File: src/verilog/rie_regs.svh
// constants for the return instruction execute unit
`ifndef RIE_REGS_SVH
`define RIE_REGS_SVH
// operand widths
`define RIE_INSTR_W 16
`define RIE_PC_W 21
`define RIE_ACC_W 8
`define RIE_FLAG_W 5
`define RIE_BANK_W 4
// return from interrupt: 0000 0000 0001 000s
`define RIE_RFI_MASK 16'hfffe
`define RIE_RFI_CODE 16'h0010
`define RIE_SHADOW_BIT 0
// return with literal: 0000 1100 kkkk kkkk
`define RIE_RWL_MASK 16'hff00
`define RIE_RWL_CODE 16'h0c00
`define RIE_LIT_HI 7
`define RIE_LIT_LO 0
// quarter-phase codes of the instruction cycle
`define RIE_Q1 2'h0
`define RIE_Q4 2'h3
// reset values
`define RIE_PC_RST 21'h000000
`define RIE_ACC_RST 8'h00
`define RIE_FLAG_RST 5'h00
`define RIE_BANK_RST 4'h0
`endif

File: src/verilog/rie_pkg.sv
// types for the return instruction execute unit
`include "rie_regs.svh"
package rie_pkg;
  // sequencer states
  typedef enum logic [1:0] {RIE_IDLE, RIE_EXEC, RIE_FLUSH} rie_state_e;
  // which return is in flight
  typedef enum logic {RIE_OP_RFI, RIE_OP_RWL} rie_op_e;
  // all state of the unit
  typedef struct packed {
    rie_state_e state;
    rie_op_e op;
    logic shadowSel;
    logic [`RIE_ACC_W-1:0] literal;
    logic [`RIE_PC_W-1:0] pcNext;
    logic [`RIE_ACC_W-1:0] accumData;
    logic [`RIE_FLAG_W-1:0] flagsData;
    logic [`RIE_BANK_W-1:0] bankData;
    logic pcLoad;
    logic accumWrite;
    logic flagsWrite;
    logic bankWrite;
    logic highSet;
    logic lowSet;
  } rie_state_s;
endpackage

File: src/verilog/return_instruction_exec.sv
// decode and execute of the return-from-interrupt and return-with-literal operations
`timescale 1ns/1ps

// ****************************************
// timing of one return, in core clocks
// ****************************************
// c0 q1 edge: word taken, busy rises after it
// c1, c2 q2 and q3 edges: nothing sampled
// c3 q4 edge: stack top, shadows and level sampled
// c4 q1 edge: pulses and new data seen for one clock
// c5 to c7: second cycle, a bubble; fetched word dropped
// after c7: busy low, the next q1 edge may take again
// limitation: a word offered while busy is lost, not queued
// trade-off: one clock of lag buys glitch-free registered pulses
`include "rie_regs.svh"

module return_instruction_exec
  import rie_pkg::*;
(
  input wire logic clk, // core clock, 200 mhz
  input wire logic reset_n, // async reset, active low
  input wire logic [1:0] qPhase, // quarter phase of instruction cycle
  input wire logic instrValid, // instruction word valid at q1
  input wire logic [`RIE_INSTR_W-1:0] instrWord, // fetched instruction word
  input wire logic returnHighLevel, // 1: leaving high priority handler
  input wire logic [`RIE_PC_W-1:0] stackTopEntry, // return stack top
  input wire logic [`RIE_ACC_W-1:0] accumulatorShadow, // accumulator shadow copy
  input wire logic [`RIE_FLAG_W-1:0] flagsShadow, // flags shadow copy
  input wire logic [`RIE_BANK_W-1:0] bankSelectShadow, // bank select shadow copy
  output logic busy, // return operation in flight
  output logic stackPop, // pop return stack, one pulse
  output logic pcLoad, // load pc from pcNext, one pulse
  output logic [`RIE_PC_W-1:0] pcNext, // new program counter
  output logic accumWrite, // write accumulator, one pulse
  output logic [`RIE_ACC_W-1:0] accumData, // accumulator value
  output logic flagsWrite, // write status flags, one pulse
  output logic [`RIE_FLAG_W-1:0] flagsData, // status value
  output logic bankWrite, // write bank select register, one pulse
  output logic [`RIE_BANK_W-1:0] bankData, // bank select value
  output logic highIrqEnableSet, // set high_priority_global_irq_enable
  output logic lowIrqEnableSet // set low_priority_global_irq_enable
);

  // ****************************************
  // state
  // ****************************************
  rie_state_s st_reg; // registered state
  rie_state_s st_next; // next state
  logic isRfi; // word matches interrupt return
  logic isRwl; // word matches literal return
  logic atQ1; // first quarter
  logic atQ4; // last quarter

  // ****************************************
  // decode
  // ****************************************
  // pure pattern match, no state involved
  // any word outside both masks leaves the unit idle
  assign isRfi = (instrWord & `RIE_RFI_MASK) == `RIE_RFI_CODE;
  assign isRwl = (instrWord & `RIE_RWL_MASK) == `RIE_RWL_CODE;
  assign atQ1 = qPhase == `RIE_Q1;
  assign atQ4 = qPhase == `RIE_Q4;

  // ****************************************
  // next state
  // ****************************************
  // write pulses last one clock; data outputs hold until next return
  // literal and selector are latched at q1 so a later word cannot leak in
  // shadows are read at q4 only, as late as the sequence allows
  always_comb begin
    st_next = st_reg;
    st_next.pcLoad = 1'b0;
    st_next.accumWrite = 1'b0;
    st_next.flagsWrite = 1'b0;
    st_next.bankWrite = 1'b0;
    st_next.highSet = 1'b0;
    st_next.lowSet = 1'b0;
    case (st_reg.state)
      RIE_IDLE: begin
        // words other than the two returns are not ours
        if (instrValid && atQ1 && (isRfi || isRwl)) begin
          st_next.state = RIE_EXEC;
          st_next.op = isRfi ? RIE_OP_RFI : RIE_OP_RWL;
          st_next.shadowSel = isRfi && instrWord[`RIE_SHADOW_BIT];
          st_next.literal = instrWord[`RIE_LIT_HI:`RIE_LIT_LO];
        end
      end
      RIE_EXEC: begin
        // everything happens together at q4 of the first cycle
        if (atQ4) begin
          st_next.state = RIE_FLUSH;
          // pc is loaded from the return stack top here, for both kinds of return
          st_next.pcLoad = 1'b1;
          st_next.pcNext = stackTopEntry;
          if (st_reg.op == RIE_OP_RWL) begin
            st_next.accumWrite = 1'b1;
            st_next.accumData = st_reg.literal;
          end else begin
            // the enable of the level being left is set; flags change only with s=1
            st_next.highSet = returnHighLevel;
            st_next.lowSet = !returnHighLevel;
            if (st_reg.shadowSel) begin
              st_next.accumWrite = 1'b1;
              st_next.accumData = accumulatorShadow;
              st_next.flagsWrite = 1'b1;
              st_next.flagsData = flagsShadow;
              st_next.bankWrite = 1'b1;
              st_next.bankData = bankSelectShadow;
            end
            // s=0: no accumulator, flags or bank strobes, registers keep their values
          end
        end
      end
      RIE_FLUSH: begin
        // second cycle is a bubble; the prefetched word is dropped
        if (atQ4) begin
          st_next.state = RIE_IDLE;
        end
      end
      default: begin
        st_next.state = RIE_IDLE;
      end
    endcase
  end

  // ****************************************
  // state register
  // ****************************************
  // reset clears the pulses too, so a reset mid-return leaves no half write
  // the reset branch holds constants only
  always_ff @(posedge clk or negedge reset_n) begin
    if (!reset_n) begin
      st_reg.state <= RIE_IDLE;
      st_reg.op <= RIE_OP_RFI;
      st_reg.shadowSel <= 1'b0;
      st_reg.literal <= `RIE_ACC_RST;
      st_reg.pcNext <= `RIE_PC_RST;
      st_reg.accumData <= `RIE_ACC_RST;
      st_reg.flagsData <= `RIE_FLAG_RST;
      st_reg.bankData <= `RIE_BANK_RST;
      st_reg.pcLoad <= 1'b0;
      st_reg.accumWrite <= 1'b0;
      st_reg.flagsWrite <= 1'b0;
      st_reg.bankWrite <= 1'b0;
      st_reg.highSet <= 1'b0;
      st_reg.lowSet <= 1'b0;
    end else begin
      st_reg <= st_next;
    end
  end

  // ****************************************
  // outputs
  // ****************************************
  // busy is a handshake, so combinational from state
  // the pop strobe is the load strobe; stack and pc move together
  assign busy = st_reg.state != RIE_IDLE;
  assign stackPop = st_reg.pcLoad;
  assign pcLoad = st_reg.pcLoad;
  assign pcNext = st_reg.pcNext;
  assign accumWrite = st_reg.accumWrite;
  assign accumData = st_reg.accumData;
  assign flagsWrite = st_reg.flagsWrite;
  assign flagsData = st_reg.flagsData;
  assign bankWrite = st_reg.bankWrite;
  assign bankData = st_reg.bankData;
  assign highIrqEnableSet = st_reg.highSet;
  assign lowIrqEnableSet = st_reg.lowSet;
endmodule // return_instruction_exec

File: config.mk
export PLATFORM = sky130hd
export DESIGN_NAME = return_instruction_exec
export DESIGN_NICKNAME = d
export VERILOG_FILES = /design/src/verilog/rie_pkg.sv /design/src/verilog/return_instruction_exec.sv
export VERILOG_INCLUDE_DIRS = /design/src /design/src/verilog
export SDC_FILE = /design/constraint.sdc
export NUM_CORES = 1
export LEC_CHECK = 0
export BUFFER_PORTS_ARGS = -buffer_cell sky130_fd_sc_hd__buf_2
export CAP_MARGIN = 20
export CORE_ASPECT_RATIO = 0.6
export CORE_MARGIN = 2
export CORE_UTILIZATION = 43
export DETAILED_ROUTE_END_ITERATION = 10
export PLACE_DENSITY = 0.76
export RECOVER_POWER = 25
export SKIP_LAST_GASP = 1
export SLEW_MARGIN = 30
export SYNTH_ARGS = -nofsm -noshare
export SYNTH_HDL_FRONTEND = slang
export SYNTH_SLANG_ARGS = --single-unit
File: constraint.sdc
create_clock -name clk -period 1.5 [get_ports clk]
set_clock_uncertainty 0.05 [all_clocks]
set_input_delay 0.375 -clock clk [delete_from_list [all_inputs] [get_ports clk]]
set_output_delay 0.375 -clock clk [all_outputs]
set_load 0.01 [all_outputs]
==> After elaboration in Yosys (flattened, before gate mapping) <==
Cells that the tools add are included.
W data, S select, Z words.
{ "totals": {"reg_bits": 56, "inputBits": 60, "out_inout_bits": 46, "elab_cells": 49} }
{ "op_classes": {"eq_ne": 8, "n_mux": 12, "n_bitwise": 1, "reduce_logical": 14} }
{ "ops": {"columns": ["operator", "n"], "rows": [
  ["$mux W17", 1],
  ["$eq A15 B4 Y1 const B", 1],
  ["$mux W12", 1],
  ["$mux W6", 2],
  ["$eq A8 B4 Y1 const B", 1],
  ["$mux W8", 1],
  ["$ne A2 B2 Y1 const B", 3],
  ["$pmux W2 S3", 1],
  ["$reduce_and A3 Y1", 2],
  ["$eq A2 B2 Y1 const B", 2],
  ["$logic_not A2 Y1", 2],
  ["$mux W2", 2],
  ["$mux W4", 1],
  ["$reduce_and A2 Y1", 2],
  ["$reduce_and A4 Y1", 1],
  ["$reduce_bool A2 Y1", 2],
  ["$logic_and A1 B1 Y1", 3],
  ["$mux W3", 1],
  ["$eq A2 B1 Y1 const B", 1],
  ["$mux W1", 2],
  ["$logic_not A1 Y1", 1],
  ["$logic_or A1 B1 Y1", 1],
  ["$not A1 Y1", 1]
]} }

==> Logic depth before layout (Yosys ltp) <==
Gate-level depths: netlist of run 1.
{ "depth": {"depth_word": 5, "mapped_depth": 6} }

==> Worst setup path before layout of run 1 <==
OpenSTA, ideal clock, no wires.
{ "synth_timing": {"kind": "input -> register", "start": "in instrWord[6]", "end": "reg st_reg[44] (netlist bit)", "arrival_time_ps": 1591, "setup_slack_ps": -266, "cell_stages": 4, "n_path_buf": 0, "cell_sequence": "or4b_4 nor3_4 o21ai_4 mux2_4"} }
{ "synth_via": {"elab_chain_cells": 4} }
{ "synth_lines": {"columns": ["element", "line_no", "rtl"], "rows": [
  ["from (decl)", "return_instruction_exec.sv:24", "input wire logic [`RIE_INSTR_W-1:0] instrWord,"],
  ["$eq A15 B4 Y1 (no line)", null, null],
  ["$logic_or A1 B1 Y1", "return_instruction_exec.sv:81", "if (instrValid && atQ1 && (isRfi || isRwl)) begin"],
  ["$logic_and A1 B1 Y1", "return_instruction_exec.sv:81", null],
  ["$reduce_and A2 Y1 (no line)", null, null],
  ["to (signal assigned)", "return_instruction_exec.sv:148", "st_reg <= st_next;"],
  ["to (decl)", "return_instruction_exec.sv:47", "rie_state_s st_reg;"]
]} }
Every way passes these cells.
A chain may end at the register's enable or synchronous reset.

==> Worst setup path after layout of run 1 <==
{ "layout_timing": {"start": "reg st_reg[55] (netlist bit)", "end": "reg flagsData[1] (netlist name)"} }
{ "layout_via": {"elab_chain_cells": 2} }
{ "layout_lines": {"columns": ["element", "line_no", "rtl"], "rows": [
  ["$eq A2 B1 Y1", "return_instruction_exec.sv:78", "case (st_reg.state)"],
  ["$reduce_and A4 Y1 (no line)", null, null]
]} }
Every way passes these cells.

==> run metrics, run 1 <==
Max H-tree Level=2; clock transition time at the flip-flop clock pins of the worst setup and hold paths=around 90 ps; last weighted congestion value of the routability-driven placer=~0.74; NumNets Final=around 400; post-layout instance area=roughly 3300 um^2; shortest period the worst path allows=about 1600 ps; global routing usage on met3=between 4 and 5%; share of Yosys cell area claimed by the top area cell type=54.0%; die boundary height=63.6 um; sequential fraction of the synthesis area=around 54%; initial antenna violation count=0; wire length of the first global-routing pass=between 8000 and 9000 um; number of remaining DRC errors=0; starting density of the core=45.1%; setup-violating endpoint count in the final report=19; register-to-register setup slack=-110 ps; floorplan core area=~5600 um^2; arrival time reported for the critical path endpoint=1750 ps; synthesized instance count=~240; top post-synthesis cells by area=sky130_fd_sc_hd__dfrtp_1 (54%), sky130_fd_sc_hd__buf_4 (12%), sky130_fd_sc_hd__nand2_1 (9.7%); stage delay of the slowest cell on the critical path=~420 ps; vias in the first global route=1750; Levels on crit path=4; path type of the worst setup path=reg -> reg; startpoint types=flip-flop; mean cell area of the mapped netlist=roughly 10 um^2; clock sink count=55; Post-synth EDFFs=0; Worst Max-Slew Pin Slew=~1200 ps; fraction of met1 tracks used by global routing=roughly a quarter; post-synthesis to final-layout area growth=30.6%; Worst Setup EP=flagsData[1]$_DFFE_PN0P_; placed cell count=slightly below 400; hold-fix buffer count after cts=0; static leakage=0.00183 uW; biggest area consumer among synthesized cells=sky130_fd_sc_hd__dfrtp_1; overall routed net length=around 5500 um; largest net degree at the start of global routing=56; Post-synth ARST share=100%; fraction of layout cells with a size suffix above 1=about half; number of rows created at floorplan=21; max FFs per register=21; Fin. Hold Viols=0; antenna viol nets, final=0; WHS=192 ps; Total Routing Usage GR=between 10% and 20%; setup slack of the critical path after layout=-114 ps; number of buffers created by CTS=5; total buffers and inverters traversed by the critical path=1; via count of the routed design=~2000; met2 global-route usage=24.3%; die area=approximately 6600 um^2; Synth Net Count=around 300; start point of the critical path=st_reg[55]$_DFFE_PN0P_; most common flop cell mapped by yosys=sky130_fd_sc_hd__dfrtp_1; timing-limited maximum frequency=between 600 and 700 MHz; failing checks=setup timing; dominant cell by count in the synthesized netlist=sky130_fd_sc_hd__nand2_1; number of distinct library cell variants in the gate-level netlist after synthesis=29; result of the run=finished with violations; number of buffer cells added on primary ports=about 110; cell-by-cell trace of the critical path=nand4b_1 -> nor3b_2 -> buf_12 -> mux2_4; GRT Max-Usage Layer=met1; final design utilization=58.9%; Worst Reg-to-Reg Cells=4; vias per inst=about 4.8; Top Ports=about 110; post-route non-filler standard cell count=between 400 and 500; endpoint of the worst-slack reg-to-reg timing path=flagsData[1]$_DFFE_PN0P_; MaxCap Viol Count=0; count of antenna diodes in the layout=0; horizontal die dimension=between 100 and 150 um; crit end category=flip-flop; sum of overflow across all layers after global routing=0; CTS Buffer Depth=2; TritonCTS clock tree=built; placed inst area=approximately 3000 um^2; CTS Root Cell=sky130_fd_sc_hd__clkbuf_8; DP HPWL=3950 um; #FFs+latches synth=55; YS warnings=0; worst endpoint required time=1640 ps; cell family with most CP delay=simple AND/OR/NAND/NOR gates; highest net fanout along the worst path=10; unrepaired setup endpoints after global routing=true; launching point of the worst reg2reg path=st_reg[55]$_DFFE_PN0P_; max-slew violation total from the final report=0; ratio of total power to cell area=792 nW/um^2; crit path max-delay cell type=sky130_fd_sc_hd__dfrtp_1; fin crit share=108%; DR pass1 iterations=5; worst hold path type=in -> reg; leading post-synthesis cells by instance count=sky130_fd_sc_hd__nand2_1 (66), sky130_fd_sc_hd__dfrtp_1 (55), sky130_fd_sc_hd__buf_4 (40); worst IR drop on VDD=around 0.40 mV; clock latency of the later-clocked register in the worst-skew pair=about 300 ps; Max-slew headroom=about a fifth; average wire per standard cell=approximately 13 um; Cell Area, Synth=2550 um^2; Starting DRT DRC Count=39
## layer usage
metal / up-vias / part of all wire (%)
met5: - / 0
met3: 5 / 7.0
li1: 951 / -
met2: 85 / 42
met1: 922 / 50
met4: 0 / 0.74
## worst register-to-register path, delay by kind of cell (launching register included)
family / cells / cell delay [ps]
buffers and inverters: 1 / 180
muxes: 1 / 310
and+or+nand+nor: 2 / 550
DFF: 1 / 420
## cells by family (layout without fill, tap and decap cells)
| kind of cell | after synthesis | count (layout) | share of synthesized area, % |
|---|---|---|---|
| mux | 14 | 14 | 6.93 |
| buf+inv | 52 | 140 | 13.6 |
| compound gates | 31 | 32 | 8.50 |
| simple gates | 92 | 92 | 16.9 |
| flops | 55 | 55 | 54.0 |
## how the worst min path moves through the flow
stage | start | to | slack, ps | cells after the start
2_1_floorplan | reset_n | accumData[0]$_DFFE_PN0P_ | 30 | 0
3_3_place_gp | reset_n | pcNext[5]$_DFFE_PN0P_ | 340 | 2
3_5_place_dp | reset_n | pcNext[5]$_DFFE_PN0P_ | 350 | 2
4_1_cts | reset_n | pcNext[5]$_DFFE_PN0P_ | 20 | 2
5_1_grt | returnHighLevel | lowIrqEnableSet$_DFF_PN0_ | 180 | 2
6_report | returnHighLevel | lowIrqEnableSet$_DFF_PN0_ | 190 | 2
## power breakdown
part	switching [uW]	internal (uW)	total [uW]
Combinational	112	133	245
Sequential	24.3	1510	1540
Clock	434	422	856
Total	571	2070	2640
## stage by stage
stage          power [uW]  setup slack [ps]  TNS [ps]
6_report             2640              -114     -1690
5_1_grt              2760              -184     -3130
4_1_cts              2670              -128     -1530
3_5_place_dp         1800              -415     -5070
3_3_place_gp         1790              -386     -4470
2_1_floorplan        1660              -266     -3040
## placed cells by master (no fill, tap or decap), drive strengths merged
cell type / n
a22o: 3
a22oi: 8
a2bb2oi: 1
a31oi: 8
a32o: 1
and2: 3
and3: 1
buf: 130
clkbuf: 9
dfrtp: 55
inv: 1
mux2: 14
nand2: 66
nand3b: 1
nand4b: 1
nor2: 2
nor2b: 8
nor3: 2
nor3b: 3
nor4: 2
o21ai: 11
or2: 1
or4: 1
or4b: 1
## timing repair
item                       in CTS  in global routing
setup endpoints to repair      36                 50
resized for setup               4                 35
gates cloned                    0                  3
hold endpoints to repair        0                  0
pin swaps                       1                  8
buffers inserted                3                  2
## layout make-up
cell class / instances / area [um^2]
Multi-Input combinational cell: 138 / 926
Fill cell: 488 / 2320
Clock buffer: 8 / 100
Sequential cell: 55 / 1380
Timing Repair Buffer: 131 / 818
Inverter: 1 / 6.26
Tap cell: 80 / 100
Power figures use the tool's default switching activity.
==> run 2: changes to the inputs <==
--- a/config.mk
+++ b/config.mk
@@ -10,9 +10,10 @@
 export CAP_MARGIN = 20
 export CORE_ASPECT_RATIO = 0.6
 export CORE_MARGIN = 2
-export CORE_UTILIZATION = 43
+export CORE_UTILIZATION = 45
+export CTS_BUF_LIST = sky130_fd_sc_hd__clkbuf_4 sky130_fd_sc_hd__clkbuf_8
 export DETAILED_ROUTE_END_ITERATION = 10
-export PLACE_DENSITY = 0.76
+export PLACE_DENSITY = 0.79
 export RECOVER_POWER = 25
 export SKIP_LAST_GASP = 1
 export SLEW_MARGIN = 30
==> constraint.sdc (replaced) <==
create_clock -name clk -period 1.5 [get_ports clk]
set_clock_uncertainty 0.05 [all_clocks]
set_input_delay 0.45 -clock clk [delete_from_list [all_inputs] [get_ports clk]]
set_output_delay 0.45 -clock clk [all_outputs]
set_load 0.01 [all_outputs]
==> run 2 against run 1 <==
  * The flow still finishes with violations (setup timing)
  * Sequential power about the same
  * Critical endpoint is now st_reg[50]$_DFFE_PN0P_
  * Critical path type unchanged
  * Clock-buffer cell count did not move
  * Global-route usage increased by 0.92 points
==> run metrics, run 2 (same netlist as run 1, synthesis figures left out) <==
DP HPWL=around 3800 um; number of rows created at floorplan=21; ratio of total power to cell area=between 700 and 800 nW/um^2; Fin. Hold Viols=0; vias in the first global route=approximately 1900; uppermost metal layer occupied by signal nets=met4; shortest period the worst path allows=about 1700 ps; DR pass1 iterations=4; MaxCap Viol Count=0; Top Ports=between 100 and 150; largest net degree at the start of global routing=56; antenna viol nets, final=0; count of antenna diodes in the layout=0; result of the run=finished with violations; DR WL met2=2630 um; NumNets Final=between 300 and 400; unrepaired setup endpoints after global routing=true; worst endpoint required time=between 1500 and 2000 ps; Int Pwr=about 2100 uW; fin crit share=110%; M1 wire length=approximately 2700 um; setup slack of the critical path after layout=-155 ps; highest net fanout along the worst path=5; floorplan core area=between 5000 and 6000 um^2; max-slew violation total from the final report=0; net switching power=around 600 uW; clock network power share=between 30% and 40%; timing-limited maximum frequency=between 600 and 700 MHz; average wire per standard cell=14.4 um; setup-violating endpoint count in the final report=between 40 and 50; failing checks=setup timing; Max H-tree Level=2; Sw Ratio=about 22%; die boundary height=between 60 and 70 um; worst IR drop on VDD=0.365 mV; vias per inst=around 4.9; Starting DRT DRC Count=55; TritonCTS clock tree=built; number of buffers created by CTS=5; horizontal die dimension=roughly 100 um; max FFs per register=21; arrival time reported for the critical path endpoint=around 1800 ps; sum of overflow across all layers after global routing=0; clock latency of the later-clocked register in the worst-skew pair=300 ps; last weighted congestion value of the routability-driven placer=slightly below 0.8; starting density of the core=roughly 46%; wire length of the first global-routing pass=just under 9000 um; most common cell after layout, fill and taps aside=sky130_fd_sc_hd__buf_2; Post-Place Setup Slack=-496 ps; Worst Max-Slew Pin Slew=just over 700 ps; post-route non-filler standard cell count=402; die area=roughly 6300 um^2; clock sink count=55; leading cell types in the layout, fill and taps excluded=sky130_fd_sc_hd__buf_2 (103), sky130_fd_sc_hd__dfrtp_1 (54), sky130_fd_sc_hd__nand2_1 (41); hold-fix buffer count after cts=0; number of buffer cells added on primary ports=~110; via count of the routed design=roughly 2000; register share of total power=around 57%; worst hold path type=in -> reg; overall routed net length=approximately 5800 um; CTS Root Cell=sky130_fd_sc_hd__clkbuf_8; startpoint types=flip-flop; number of inserted filler cells in the final layout=432; Total Routing Usage GR=between 10% and 20%; Combinational Power Share=9.5%; CTS Buffer Depth=2; crit end category=flip-flop; initial antenna violation count=0; DR WL met3=about 450 um; post-synthesis to final-layout area growth=38.0%; fraction of layout cells with a size suffix above 1=59.8%; Max-slew headroom=~52%; clock transition time at the flip-flop clock pins of the worst setup and hold paths=~100 ps; path type of the worst setup path=reg -> reg; placed cell count=~380; WHS=265 ps; number of remaining DRC errors=0; static leakage=0.00194 uW
==> run 2: worst paths after layout <==
| kind | from | to | slack [ps] | depth (start not counted) |
|---|---|---|---|---|
| hold / removal | returnHighLevel | lowIrqEnableSet$_DFF_PN0_ | 260 | 2 |
| setup reg to reg | st_reg[55]$_DFFE_PN0P_ | st_reg[50]$_DFFE_PN0P_ | -160 | 5 |
| hold reg to reg | pcNext[10]$_DFFE_PN0P_ | pcNext[10]$_DFFE_PN0P_ | 420 | 2 |
| setup / recovery | st_reg[55]$_DFFE_PN0P_ | st_reg[50]$_DFFE_PN0P_ | -160 | 5 |
| max in group asynchronous | reset_n | st_reg[54]$_DFFE_PN0P_ | 610 | 2 |
| min in group asynchronous | reset_n | pcNext[8]$_DFFE_PN0P_ | 280 | 2 |
==> run 2: through the flow <==
step / utilization, % / total power (uW) / instance area, um^2 / setup TNS (ps)
floorplan: - / 1660 / 2580 / -3770
global placement: 54.6 / 1790 / 3010 / -6980
detailed placement: 54.6 / 1790 / 3010 / -7490
CTS: 57.5 / 2700 / 3170 / -2140
global route: 63.7 / 2820 / 3510 / -5190
finish: 63.7 / 2680 / 3510 / -3220
==> run 2: area by class of cell <==
class	instances	area, um^2	area share [%]
inverter	1	11.3	0.320
tap	69	86.3	2.46
clock buffer	8	104	2.95
sequential	55	1380	39.2
timing repair buffer	131	871	24.8
multi-input combinational	138	1060	30.3
==> run 2: metal layers <==
| layer | up-vias | global-route usage, % |
|---|---|---|
| met3 | 2 | 5.86 |
| met2 | 78 | 27.2 |
| met5 | - | 0 |
| li1 | 951 | - |
| met4 | 0 | 3.04 |
| met1 | 919 | 24.1 |
==> run 2: worst max-delay path: stages, from the launching register on <==
cell	delay [ps]
sky130_fd_sc_hd__dfrtp_1	430
sky130_fd_sc_hd__buf_6	130
sky130_fd_sc_hd__nor4_2	260
sky130_fd_sc_hd__and3_4	260
sky130_fd_sc_hd__o21ai_4	110
sky130_fd_sc_hd__mux2_4	310
==> run 2: power by group through the flow <==
stage	Sequential, uW	Clock, uW	Combinational (uW)
2_1_floorplan	1560	0	109
3_3_place_gp	1560	0	226
3_5_place_dp	1560	0	232
4_1_cts	1530	928	238
5_1_grt	1540	997	282
6_report	1540	892	254
==> run 2: repair_timing <==
item	in CTS	in global routing
gates cloned	2	3
setup buffers	2	4
endpoints found under the setup margin	33	44
gates resized for setup	11	68
pin swaps	4	33
==> run 3: changes to the inputs <==
--- a/config.mk
+++ b/config.mk
@@ -20,3 +20,4 @@
 export SYNTH_ARGS = -nofsm -noshare
 export SYNTH_HDL_FRONTEND = slang
 export SYNTH_SLANG_ARGS = --single-unit
+export TNS_END_PERCENT = 5
==> constraint.sdc (replaced) <==
create_clock -name clk -period 1.3 [get_ports clk]
set_clock_uncertainty 0.05 [all_clocks]
set_input_delay 0.39 -clock clk [delete_from_list [all_inputs] [get_ports clk]]
set_output_delay 0.39 -clock clk [all_outputs]
set_load 0.01 [all_outputs]
==> run 3 against run 2 <==
  * Sequential cell count unchanged
  * Critical path type unchanged
  * Register-to-register slack worse by 170 ps
  * Worst hold slack worse by 50 ps
  * Clock power up 4.3%
  * Total power up 11%
  * Combinational power up 9.8%
  * The flow still finishes with violations (setup timing)
  * Worst setup slack worse by 170 ps
  * Die area unchanged
  * Highest routed layer unchanged
  * Sequential power up 15%
  * Maximum frequency up 1.7%
==> run metrics, run 3 (same netlist as run 1, synthesis figures left out) <==
path type of the worst setup path=reg -> reg; post-synthesis to final-layout area growth=21.6%; startpoint types=flip-flop; post-route non-filler standard cell count=396; placed cell count=386; highest net fanout along the worst path=10; starting density of the core=between 40% and 50%; via count of the routed design=about 1900; total buffers and inverters traversed by the critical path=1; largest net degree at the start of global routing=26; failing checks=setup timing; average wire per standard cell=between 10 and 15 um; timing-limited maximum frequency=between 600 and 700 MHz; die boundary height=around 62 um; setup slack of the critical path after layout=-327 ps; arrival time reported for the critical path endpoint=~1800 ps; overall power consumption=~3000 uW; clock sink count=55; setup-violating endpoint count in the final report=54; clock latency of the later-clocked register in the worst-skew pair=approximately 300 ps; Starting DRT DRC Count=43; CTS Buffer Depth=2; start point of the critical path=st_reg[55]$_DFFE_PN0P_; result of the run=finished with violations; count of antenna diodes in the layout=0; overall routed net length=just over 5000 um; number of rows created at floorplan=21; stage delay of the slowest cell on the critical path=between 400 and 500 ps; Total Routing Usage GR=~17%; cell family with most CP delay=simple AND/OR/NAND/NOR gates; last weighted congestion value of the routability-driven placer=just under 0.8; max-slew violation total from the final report=0; wire length of the first global-routing pass=about 8400 um; die area=approximately 6300 um^2; Max H-tree Level=2; worst hold path type=in -> reg; final design utilization=between 50% and 60%; max FFs per register=21; initial antenna violation count=0; Worst Max-Slew Pin Slew=about 370 ps; number of buffers created by CTS=5; worst endpoint required time=~1400 ps; clock transition time at the flip-flop clock pins of the worst setup and hold paths=roughly 90 ps; vias in the first global route=approximately 1800; NumNets Final=just under 400; ratio of total power to cell area=roughly 960 nW/um^2; Hold Path Origin=returnHighLevel; MaxCap Viol Count=0; Fin. Hold Viols=0; Post-Place Setup Slack=-637 ps; worst IR drop on VDD=between 0.4 and 0.5 mV; shortest period the worst path allows=1630 ps; crit path max-delay cell type=sky130_fd_sc_hd__dfrtp_1; number of remaining DRC errors=0; DR pass1 iterations=4; antenna viol nets, final=0; static leakage=0.00177 uW; vias per inst=around 4.8; fin crit share=125%; DP HPWL=3920 um; fraction of layout cells with a size suffix above 1=between 40% and 50%; leading cell types in the layout, fill and taps excluded=sky130_fd_sc_hd__buf_2 (104), sky130_fd_sc_hd__nand2_1 (66), sky130_fd_sc_hd__dfrtp_1 (55); CTS Root Cell=sky130_fd_sc_hd__clkbuf_8; Top Ports=~110; crit end category=flip-flop; most common cell after layout, fill and taps aside=sky130_fd_sc_hd__buf_2; TritonCTS clock tree=built; Max-slew headroom=roughly three quarters; floorplan core area=between 5000 and 6000 um^2; sum of overflow across all layers after global routing=0; cell-by-cell trace of the critical path=nand4b_1 -> nor3b_2 -> buf_6 -> mux2_2; launching point of the worst reg2reg path=st_reg[55]$_DFFE_PN0P_; unrepaired setup endpoints after global routing=true; horizontal die dimension=101 um; number of buffer cells added on primary ports=about 110
run 3: cell types whose count changed in the layout (fill, tap and decap cells not counted), moves of 7 or more:
cell,previous run,this run
sky130_fd_sc_hd__a22oi_1,0,7
sky130_fd_sc_hd__nand2_1,41,66
sky130_fd_sc_hd__a22oi_2,8,1
sky130_fd_sc_hd__nand2_2,16,0
sky130_fd_sc_hd__mux2_2,0,8
sky130_fd_sc_hd__nand2_4,9,0
sky130_fd_sc_hd__mux2_4,14,5
run 3: timing repair:
action                                  in CTS  in global routing
gates resized for setup                      0                  8
endpoints found under the hold margin       10                  0
pin swaps                                    0                  1
setup buffers                                0                  1
hold buffers                                 1                  0
endpoints found under the setup margin      56                 85
run 3: worst paths after layout:
kind	to	slack [ps]	cells after the start
setup / recovery	bankData[3]$_DFFE_PN0P_	-330	4
hold / removal	lowIrqEnableSet$_DFF_PN0_	210	2
setup reg to reg	bankData[3]$_DFFE_PN0P_	-330	4
hold reg to reg	pcNext[13]$_DFFE_PN0P_	430	2
max in group asynchronous	flagsData[4]$_DFFE_PN0P_	110	3
min in group asynchronous	lowIrqEnableSet$_DFF_PN0_	510	2
run 3: cell type report:
| cell class | instances | area (um^2) |
|---|---|---|
| repair buffers | 126 | 706 |
| fillers | 502 | 2420 |
| flip-flops and latches | 55 | 1380 |
| clock inverters | 1 | 5.00 |
| inverters | 1 | 3.75 |
| clock buffers | 7 | 83.8 |
| multi-input cells | 137 | 836 |
| well taps | 69 | 86.3 |
run 3: where the power goes:
group	leakage, uW	internal (uW)	switching [uW]
clock network	0.0000491	421	508
logic	0.000995	151	128
registers	0.000726	1740	25.8
total	0.00177	2320	662
run 3: through the flow:
stage | area, um^2 | TNS [ps] | hold slack, ps
after floorplan | 2550 | -9620 | 44.4
after global placement | 2980 | -12230 | 264
after detailed placement | 2980 | -13640 | 264
after CTS | 3080 | -10360 | 207
after global routing | 3100 | -16690 | 198
final | 3100 | -10480 | 215
run 3: routing by layer:
metal / share of wire, % / wire length (um) / GRT usage, % / vias up
met5: 0 / 0 / 0 / -
met2: 42 / 2170 / 24.7 / 80
met4: 0.55 / 28 / 3.55 / 0
met1: 49 / 2510 / 25.2 / 868
li1: - / - / - / 936
met3: 8.0 / 410 / 4.84 / 5
